File: src/uts_pkg.sv
// Package for the USB termination select block: register map, fields,
// resets and line encodings.
// Assumes a single 250 MHz clock domain and a plain register port.
package uts_pkg;
    // Register byte addresses
    localparam logic [7:0] ADDR_FUNC_CTRL = 8'h04;
    localparam logic [7:0] ADDR_OTG_CTRL  = 8'h0a;
    localparam logic [7:0] ADDR_HS_COMP   = 8'h31;
    localparam logic [7:0] ADDR_STATUS    = 8'h40;
    // Function control fields
    localparam int FC_XCVR_LSB = 0;
    localparam int FC_TERM_BIT = 2;
    localparam int FC_OPM_LSB  = 3;
    // Bus control fields
    localparam int OC_DPPD_BIT = 1;
    localparam int OC_DMPD_BIT = 2;
    // Compensation fields
    localparam int HC_AMP_LSB  = 0;
    localparam int HC_SQ_LSB   = 4;
    // Reset values
    localparam logic [7:0] FUNC_CTRL_RST = 8'h41;
    localparam logic [7:0] OTG_CTRL_RST  = 8'h06;
    localparam logic [7:0] HS_COMP_RST   = 8'h00;
    // Field encodings
    localparam logic [1:0] XCVR_HS   = 2'h0;
    localparam logic [1:0] XCVR_FS   = 2'h1;
    localparam logic [1:0] XCVR_LS   = 2'h2;
    localparam logic [1:0] OPM_NORM  = 2'h0;
    localparam logic [1:0] OPM_NODRV = 2'h1;
    localparam logic [1:0] OPM_NRZI  = 2'h2;
    // Termination vector order {dp_pu, dm_pu, dp_pd, dm_pd, hs_term}
    localparam logic [4:0] TERM_OFF      = 5'h00;
    localparam logic [4:0] TERM_FALLBACK = 5'h06;
    // Bit stuffing after six ones
    localparam logic [2:0] STUFF_LIMIT = 3'h6;
    // Transmit sequencer states, one-hot
    typedef enum logic [3:0] {
        UTS_TX_IDLE  = 4'h1,
        UTS_TX_DATA  = 4'h2,
        UTS_TX_STUFF = 4'h4,
        UTS_TX_EOP   = 4'h8
    } uts_tx_state_t;
endpackage : uts_pkg

File: src/uts_usb_termination_select.sv
// USB transceiver control: termination decode, rx selection, line state,
// tx encode/stuff/serialize and trim registers.
// Assumes link drives the register port on CLK; line inputs are async.
//
// Contract
// - Non-driving opmode clears all terminations
// - Undefined combinations fall back to pull-downs
// - Host settings enable both pull-downs, plus HS termination in HS
// - HS termination only for HS, termselect zero
// - Peripheral chirp: DP pull-up, optional DM pull-down
// - Peripheral FS: DP pull-up, optional DM pull-down
// - Peripheral LS: DM pull-up only
// - Peripheral HS: HS termination, optional DM pull-down
// - Host FS/LS: both pull-downs only
// - Charger connect detect: DM pull-down only
// - Reset pin low tri-states line drivers
// - Terminations follow mode, no link trimming
// - Encode, stuff, serialize; separate HS, FS transmitters
// - Mode-selected receiver muxed into rx logic
// - HS squelch blocks noise as data
// - Single-ended DP/DM receivers give line state
// - Amplitude trim bits in compensation register
// - Squelch sensitivity bits in compensation register
`timescale 1ns/10ps
module uts_usb_termination_select (
    input  wire logic       CLK,
    input  wire logic       RESET_N,
    input  wire logic [7:0] REG_ADDR,
    input  wire logic [7:0] REG_WDATA,
    input  wire logic       REG_WR,
    input  wire logic       REG_RD,
    output logic      [7:0] REG_RDATA,
    input  wire logic       TX_VALID,
    input  wire logic       TX_BIT,
    output logic            TX_READY,
    input  wire logic       HS_RX_IN,
    input  wire logic       FS_RX_IN,
    input  wire logic       SQUELCH_IN,
    input  wire logic       SE_DP_IN,
    input  wire logic       SE_DM_IN,
    output logic            RX_BIT,
    output logic            RX_VALID,
    output logic      [1:0] LINE_STATE,
    output logic            HS_TX_DATA,
    output logic            HS_TX_OE,
    output logic            FS_TX_DATA,
    output logic            FS_TX_OE,
    output logic            DP_PULLUP_ENABLE,
    output logic            DM_PULLUP_ENABLE,
    output logic            DP_PULLDOWN_ENABLE,
    output logic            DM_PULLDOWN_ENABLE,
    output logic            HS_TERMINATION_ENABLE,
    output logic      [3:0] TX_AMPLITUDE_TRIM,
    output logic      [3:0] SQUELCH_SENSITIVITY_TRIM
);
    // Register storage
    logic [7:0] func_q;
    logic [7:0] otg_q;
    logic [7:0] comp_q;
    logic [7:0] rdata_q;

    // Write decode
    wire wr_func = REG_WR && (REG_ADDR == uts_pkg::ADDR_FUNC_CTRL);
    wire wr_otg  = REG_WR && (REG_ADDR == uts_pkg::ADDR_OTG_CTRL);
    wire wr_comp = REG_WR && (REG_ADDR == uts_pkg::ADDR_HS_COMP);

    // Register writes; reset value puts the line in the power-up state
    always_ff @(posedge CLK) begin
        if (!RESET_N) begin
            func_q <= uts_pkg::FUNC_CTRL_RST;
            otg_q  <= uts_pkg::OTG_CTRL_RST;
            comp_q <= uts_pkg::HS_COMP_RST;
        end else begin
            if (wr_func) func_q <= REG_WDATA;
            if (wr_otg)  otg_q  <= REG_WDATA;
            if (wr_comp) comp_q <= REG_WDATA;
        end
    end

    // Field extraction
    wire [1:0] xcvr = func_q[uts_pkg::FC_XCVR_LSB +: 2];
    wire       term = func_q[uts_pkg::FC_TERM_BIT];
    wire [1:0] opm  = func_q[uts_pkg::FC_OPM_LSB +: 2];
    wire       dppd = otg_q[uts_pkg::OC_DPPD_BIT];
    wire       dmpd = otg_q[uts_pkg::OC_DMPD_BIT];

    // Trim fields drive the analog front end directly
    assign TX_AMPLITUDE_TRIM        = comp_q[uts_pkg::HC_AMP_LSB +: 4];
    assign SQUELCH_SENSITIVITY_TRIM = comp_q[uts_pkg::HC_SQ_LSB +: 4];

    // Condition decode for the defined table entries
    wire opm_ok   = (opm == uts_pkg::OPM_NORM) || (opm == uts_pkg::OPM_NRZI);
    wire is_host  = dppd && dmpd;
    wire is_peri  = !dppd;
    wire hs_sel   = (xcvr == uts_pkg::XCVR_HS) && !term;
    wire chirp_pe = (xcvr == uts_pkg::XCVR_HS) && term
                    && (opm == uts_pkg::OPM_NRZI);
    wire fs_pe    = (xcvr == uts_pkg::XCVR_FS) && term;
    wire ls_pe    = (xcvr == uts_pkg::XCVR_LS) && term;
    wire host_fsl = term && (xcvr != uts_pkg::XCVR_HS) && opm_ok;
    wire pwr_up   = (xcvr == uts_pkg::XCVR_FS) && !term
                    && (opm == uts_pkg::OPM_NORM);
    wire chg_det  = pwr_up && !dppd && dmpd;

    // Termination vector {dp_pu, dm_pu, dp_pd, dm_pd, hs_term}
    logic [4:0] term_vec;

    // Pure decode so a register write shows up in the same cycle after it
    always_comb begin
        term_vec = uts_pkg::TERM_FALLBACK;
        if (opm == uts_pkg::OPM_NODRV) begin
            term_vec = uts_pkg::TERM_OFF;
        end else if (is_host && hs_sel && opm_ok) begin
            term_vec = 5'h07;
        end else if (is_host && (host_fsl || pwr_up)) begin
            term_vec = 5'h06;
        end else if (is_peri && chirp_pe) begin
            term_vec = {1'b1, 1'b0, 1'b0, dmpd, 1'b0};
        end else if (is_peri && hs_sel && opm_ok) begin
            term_vec = {1'b0, 1'b0, 1'b0, dmpd, 1'b1};
        end else if (is_peri && fs_pe && opm_ok) begin
            term_vec = {1'b1, 1'b0, 1'b0, dmpd, 1'b0};
        end else if (is_peri && !dmpd && ls_pe && opm_ok) begin
            term_vec = 5'h08;
        end else if (chg_det) begin
            term_vec = 5'h02;
        end
    end

    assign DP_PULLUP_ENABLE      = term_vec[4];
    assign DM_PULLUP_ENABLE      = term_vec[3];
    assign DP_PULLDOWN_ENABLE    = term_vec[2];
    assign DM_PULLDOWN_ENABLE    = term_vec[1];
    assign HS_TERMINATION_ENABLE = term_vec[0];

    // Read decode; unmapped addresses read zero
    wire [7:0] rd_mux =
        (REG_ADDR == uts_pkg::ADDR_FUNC_CTRL) ? func_q :
        (REG_ADDR == uts_pkg::ADDR_OTG_CTRL)  ? otg_q  :
        (REG_ADDR == uts_pkg::ADDR_HS_COMP)   ? comp_q :
        (REG_ADDR == uts_pkg::ADDR_STATUS)    ?
            {1'b0, term_vec, LINE_STATE} : 8'h00;

    // Read data valid only in the cycle after the strobe
    always_ff @(posedge CLK) begin
        if (!RESET_N) rdata_q <= 8'h00;
        else          rdata_q <= REG_RD ? rd_mux : 8'h00;
    end
    assign REG_RDATA = rdata_q;

    // Three-stage synchronisers for the async receiver inputs
    logic [4:0] s1_q;
    logic [4:0] s2_q;
    logic [4:0] s3_q;
    logic [4:0] stab_q;
    wire  [4:0] raw = {HS_RX_IN, FS_RX_IN, SQUELCH_IN, SE_DP_IN, SE_DM_IN};

    always_ff @(posedge CLK) begin
        if (!RESET_N) begin
            s1_q <= 5'h00;
            s2_q <= 5'h00;
            s3_q <= 5'h00;
        end else begin
            s1_q <= raw;
            s2_q <= s1_q;
            s3_q <= s2_q;
        end
    end

    // Take a change only once the second and third stages agree
    genvar gi;
    generate
        for (gi = 0; gi < 5; gi++) begin : g_stab
            always_ff @(posedge CLK) begin
                if (!RESET_N)                  stab_q[gi] <= 1'b0;
                else if (s2_q[gi] == s3_q[gi]) stab_q[gi] <= s3_q[gi];
            end
        end
    endgenerate

    wire hs_rx  = stab_q[4];
    wire fs_rx  = stab_q[3];
    wire sq_on  = stab_q[2];
    wire hs_mode = (xcvr == uts_pkg::XCVR_HS);

    // Receive path registered; squelch clears RX_VALID for HS data, RX_BIT still follows
    logic rx_bit_q;
    logic rx_val_q;
    logic [1:0] ls_q;
    always_ff @(posedge CLK) begin
        if (!RESET_N) begin
            rx_bit_q <= 1'b0;
            rx_val_q <= 1'b0;
            ls_q     <= 2'h0;
        end else begin
            rx_bit_q <= hs_mode ? hs_rx : fs_rx;
            rx_val_q <= hs_mode ? !sq_on : 1'b1;
            ls_q     <= {stab_q[0], stab_q[1]};
        end
    end
    assign RX_BIT     = rx_bit_q;
    assign RX_VALID   = rx_val_q;
    assign LINE_STATE = ls_q;

    // Transmit: NRZI encode with bit stuffing
    uts_pkg::uts_tx_state_t st_q;
    uts_pkg::uts_tx_state_t st_d;
    logic [2:0] ones_q;
    logic       nrzi_q;
    logic       oe_q;
    wire  stuff_now = (ones_q == uts_pkg::STUFF_LIMIT);
    wire  take      = TX_VALID && TX_READY;
    // Sixth one in a row: the next slot carries the stuffed zero
    wire  stuff_nxt = take && TX_BIT
                      && (ones_q == uts_pkg::STUFF_LIMIT - 3'h1);
    assign TX_READY = (st_q == uts_pkg::UTS_TX_IDLE
                       || st_q == uts_pkg::UTS_TX_DATA) && !stuff_now;

    // Next state: stuff stalls the source for one bit time
    always_comb begin
        case (st_q)
            uts_pkg::UTS_TX_IDLE:
                st_d = TX_VALID ? uts_pkg::UTS_TX_DATA : uts_pkg::UTS_TX_IDLE;
            uts_pkg::UTS_TX_DATA:
                st_d = stuff_nxt ? uts_pkg::UTS_TX_STUFF :
                       TX_VALID  ? uts_pkg::UTS_TX_DATA  : uts_pkg::UTS_TX_EOP;
            uts_pkg::UTS_TX_STUFF:
                st_d = uts_pkg::UTS_TX_DATA;
            uts_pkg::UTS_TX_EOP:
                st_d = uts_pkg::UTS_TX_IDLE;
            default:
                st_d = uts_pkg::UTS_TX_IDLE;
        endcase
    end

    // Serializer: a zero toggles the line, a one holds it
    always_ff @(posedge CLK) begin
        if (!RESET_N) begin
            st_q   <= uts_pkg::UTS_TX_IDLE;
            ones_q <= 3'h0;
            nrzi_q <= 1'b1;
            oe_q   <= 1'b0;
        end else begin
            st_q <= st_d;
            if (stuff_now) begin
                nrzi_q <= !nrzi_q;
                ones_q <= 3'h0;
            end else if (take) begin
                nrzi_q <= TX_BIT ? nrzi_q : !nrzi_q;
                ones_q <= TX_BIT ? ones_q + 3'h1 : 3'h0;
            end else if (st_q == uts_pkg::UTS_TX_EOP) begin
                ones_q <= 3'h0; // Stale run must not stuff the next packet
            end
            oe_q <= take || stuff_now;
        end
    end

    // Separate HS and FS/LS drivers; both released while in reset
    wire drive_ok = RESET_N && (opm != uts_pkg::OPM_NODRV);
    assign HS_TX_DATA = nrzi_q;
    assign FS_TX_DATA = nrzi_q;
    assign HS_TX_OE   = oe_q && drive_ok && hs_mode;
    assign FS_TX_OE   = oe_q && drive_ok && !hs_mode;
endmodule // uts_usb_termination_select

File: config.mk
export PLATFORM = sky130hd
export DESIGN_NAME = uts_usb_termination_select
export DESIGN_NICKNAME = d
export VERILOG_FILES = /design/src/uts_pkg.sv /design/src/uts_usb_termination_select.sv
export SDC_FILE = /design/constraint.sdc
export NUM_CORES = 1
export LEC_CHECK = 0
export BUFFER_PORTS_ARGS = -buffer_cell sky130_fd_sc_hd__buf_4
export CAP_MARGIN = 20
export CORE_UTILIZATION = 50
export CTS_BUF_LIST = sky130_fd_sc_hd__clkbuf_8 sky130_fd_sc_hd__clkbuf_16
export DETAILED_ROUTE_END_ITERATION = 16
export GPL_TIMING_DRIVEN = 0
export PLACE_DENSITY = 0.74
export SETUP_SLACK_MARGIN = 0.4
export SLEW_MARGIN = 20
export SYNTH_ARGS = -nofsm -noshare
export SYNTH_HDL_FRONTEND = slang
export SYNTH_SLANG_ARGS = --single-unit
export TNS_END_PERCENT = 5
File: constraint.sdc
create_clock -name CLK -period 5.1 [get_ports CLK]
set_clock_uncertainty 0.1 [all_clocks]
set_input_delay 0.765 -clock CLK [delete_from_list [all_inputs] [get_ports CLK]]
set_output_delay 0.765 -clock CLK [all_outputs]
set_load 0.01 [all_outputs]
==> impl_metrics.env <==
export IMPL_regArea_um2=1300
export IMPL_status="complete, no violations"
export IMPL_pin_count=57
export IMPL_cts_buffers=9
export IMPL_core_area_um2=5240
export IMPL_grt_max_degree=14
export IMPL_clkPwrFrac_pct=45.3
export IMPL_portBuffers=56
export IMPL_clk_pin_slew_ns=0.07
export IMPL_max_cap_viol_count=0
export IMPL_ff2ff_path_depth=6
export IMPL_slew_headroom_pct=52.7
export IMPL_final_nets=384
export IMPL_netlist_area_um2=2780
export IMPL_antenna_cells=0
export IMPL_final_core_util_pct=67.1
export IMPL_seqPwrFrac_pct=47.7
export IMPL_period_needed_ns=2.71
export IMPL_grt_pass1_wl_um=10800
export IMPL_cts_resized_gates=0
export IMPL_tightestPinTransition_ns=0.700
export IMPL_first_iter_violations=142
export IMPL_cts_tree="yes"
export IMPL_fin_cells=429
export IMPL_powerDensity_nw_per_um2=311
export IMPL_ant_nets=0
export IMPL_holdBufCountCts=0
export IMPL_dieArea_um2=5860
export IMPL_yosysWarningCount=0
export IMPL_period_share_pct=53.2
export IMPL_clock_latency_ns=0.34
export IMPL_drive_above_1_share_pct=23.4
export IMPL_grt_pass1_vias=2201
export IMPL_fillCellCount=438
export IMPL_crit_fanout=10
export IMPL_tns_ns=0
export IMPL_yosysSeqAreaShare_pct=46.8
export IMPL_post_cts_buffers=0
export IMPL_syn_avg_cell_area_um2=9.68
export IMPL_postSynth_asyncResetShare_pct=0
export IMPL_via_per_inst=5.53
export IMPL_synth_main_ff_cell="dfxtp_1"
export IMPL_area_growth_syn_to_layout_pct=26.4
export IMPL_start_util_pct=53.0
export IMPL_startpoint_type="flip-flop"
export IMPL_wl_um=6720
export IMPL_syn_nets=317
export IMPL_pwr_share_comb_pct=7.0
export IMPL_num_rows=26
export IMPL_final_max_slew_viol_count=0
export IMPL_first_pass_iters=4
export IMPL_fmax_mhz=368
export IMPL_num_vias=2372
export IMPL_die_h_um=76.5
export IMPL_drc=0
export IMPL_synth_edf_count=0
export IMPL_multiInputGateArea_um2=1400
export IMPL_vdd_drop_max_v=0.000276
export IMPL_worstHoldPathCells=1
export IMPL_wire_per_inst_um=15.7
export IMPL_finalHoldViolCount=0
export IMPL_synth_distinct_cells=56
export IMPL_dp_hpwl_um=4890
export IMPL_crit_path_end_kind="primary output"
export IMPL_htreeDepth=3
export IMPL_setup_viol=0
export IMPL_clock_sinks=65
export IMPL_crit_arrival_ns=1.85
export IMPL_ys_ff_latch=65
export IMPL_grt_total_usage_pct=24.0
export IMPL_place_gp_congestion=0.919
export IMPL_setup_ws_ns=2.39
export IMPL_cts_root_buf="clkbuf_8"
export IMPL_syn_inst=287
export IMPL_netSwitchingPower_mw=0.259
export IMPL_rsz0062_at_grt="no"
export IMPL_antenna_found_initial=0
export IMPL_p_sw_share_pct=23.7
export IMPL_p_int_mw=0.834
export IMPL_dp_slack_ns=2.44
export IMPL_die_w_um=76.5
export IMPL_clockBufferDepth=2
export IMPL_fin_hold_ws_ns=0.335
export IMPL_critPathKind="reg -> out"
export IMPL_critPathRequiredTime_ns=4.24
export IMPL_hp_class="reg -> reg"
export IMPL_place_inst=413
export IMPL_leakage_nw=1.48
export IMPL_grt_overflow=0
==> cells in the mapped netlist, types with 2 or more instances <==
library cell | n | share of area (%)
a22oi_1 | 4 | 1.1
inv_1 | 6 | 0.81
nor3_1 | 4 | 0.72
o22a_1 | 2 | 0.63
nor3b_1 | 2 | 0.54
nor2b_1 | 16 | 3.6
o22ai_1 | 3 | 0.68
and2_1 | 21 | 4.7
nand4_1 | 4 | 0.90
a32oi_1 | 3 | 0.95
nand3_1 | 13 | 2.3
nor4_1 | 2 | 0.45
ha_1 | 3 | 1.4
a21oi_1 | 7 | 1.3
nand4_2 | 2 | 0.90
and4b_1 | 2 | 0.72
dfxtp_1 | 65 | 47
nand3b_1 | 3 | 0.81
a21o_1 | 3 | 0.81
mux2i_1 | 16 | 5.8
a21boi_0 | 15 | 4.1
o21ai_0 | 11 | 2.0
o211ai_1 | 2 | 0.54
o31ai_1 | 2 | 0.54
nor2_1 | 6 | 0.81
clkbuf_1 | 10 | 1.4
and3_1 | 2 | 0.45
a211oi_1 | 4 | 1.1
nand2_1 | 26 | 3.5
xnor2_1 | 2 | 0.63
==> area by class of cell <==
class / instances / share of cell area (%)
multi-input combinational: 204 / 40.0
sequential: 65 / 37.1
timing repair buffer: 56 / 12.0
clock buffer: 9 / 3.53
clock inverter: 7 / 2.92
tap: 70 / 2.49
buffer: 12 / 1.43
inverter: 6 / 0.641
==> sequential cells by signal, indices dropped and copies added, names as in the netlist, 2 cells and up <==
signal / flops
LINE_STATE: 2
REG_RDATA: 8
comp_q: 8
func_q: 8
ones_q: 3
otg_q: 8
s1_q: 5
s2_q: 5
s3_q: 5
st_q: 4
stab_q: 2
==> kinds of logic after synthesis <==
logic type	synth area share [%]
mux	5.77
compound gates	16.8
fa+ha+maj	1.35
simple gates	26.0
xor+xnor	0.631
buf+inv	2.61
flops	46.8
==> critical path, stage by stage (launching register included) <==
cell	delay, ns
dfxtp_1	0.32
clkbuf_1	0.31
nor3b_1	0.10
nor4_1	0.46
a21oi_1	0.15
buf_4	0.18
==> layout by cell type (no fill, tap or decap), drive strengths merged, types with 3 or more instances in the layout <==
master / instances
nand3b: 3
nand4: 6
mux2i: 16
nand3: 13
buf: 58
nor3b: 3
nor2b: 16
a22oi: 4
and2: 22
clkbuf: 19
nor3: 5
ha: 3
nand2: 26
nor2: 6
a21boi: 15
inv: 8
o22ai: 3
dfxtp: 65
a21oi: 7
nor4: 3
a21o: 3
a32oi: 3
o21ai: 11
a211oi: 4
==> metrics by stage <==
step           instance area, um^2  total power, mW
2_1_floorplan                 2780            0.571
3_3_place_gp                  3290            0.609
3_5_place_dp                  3290            0.610
4_1_cts                       3510             1.10
5_1_grt                       3510             1.13
6_report                      3510             1.09
==> metal layers <==
layer,GRT usage (%),vias to the layer above,wire length [um]
met1,29.3,1110,3020
met2,39.5,85,3210
met4,11.5,0,97
li1,-,1169,-
met3,5.87,8,388
met5,0,-,0
==> worst paths after layout <==
path | startpoint | endpoint | slack [ns]
worst max-delay path | func_q[0] | DP_PULLDOWN_ENABLE | 2.39
worst min-delay path | s1_q[3] | s2_q[3] | 0.34
worst max register to register | ones_q[0] | st_q[1] | 3.09
worst min register to register | s1_q[3] | s2_q[3] | 0.34
==> power by group through the flow <==
stage	clock network, mW	logic, mW	registers, mW
after detailed placement	0	0.0764	0.533
after floorplan	0	0.0379	0.533
after global placement	0	0.0758	0.533
final	0.495	0.0765	0.522
after CTS	0.503	0.0769	0.522
after global routing	0.526	0.0829	0.523
(Power assumes the default switching activity.)
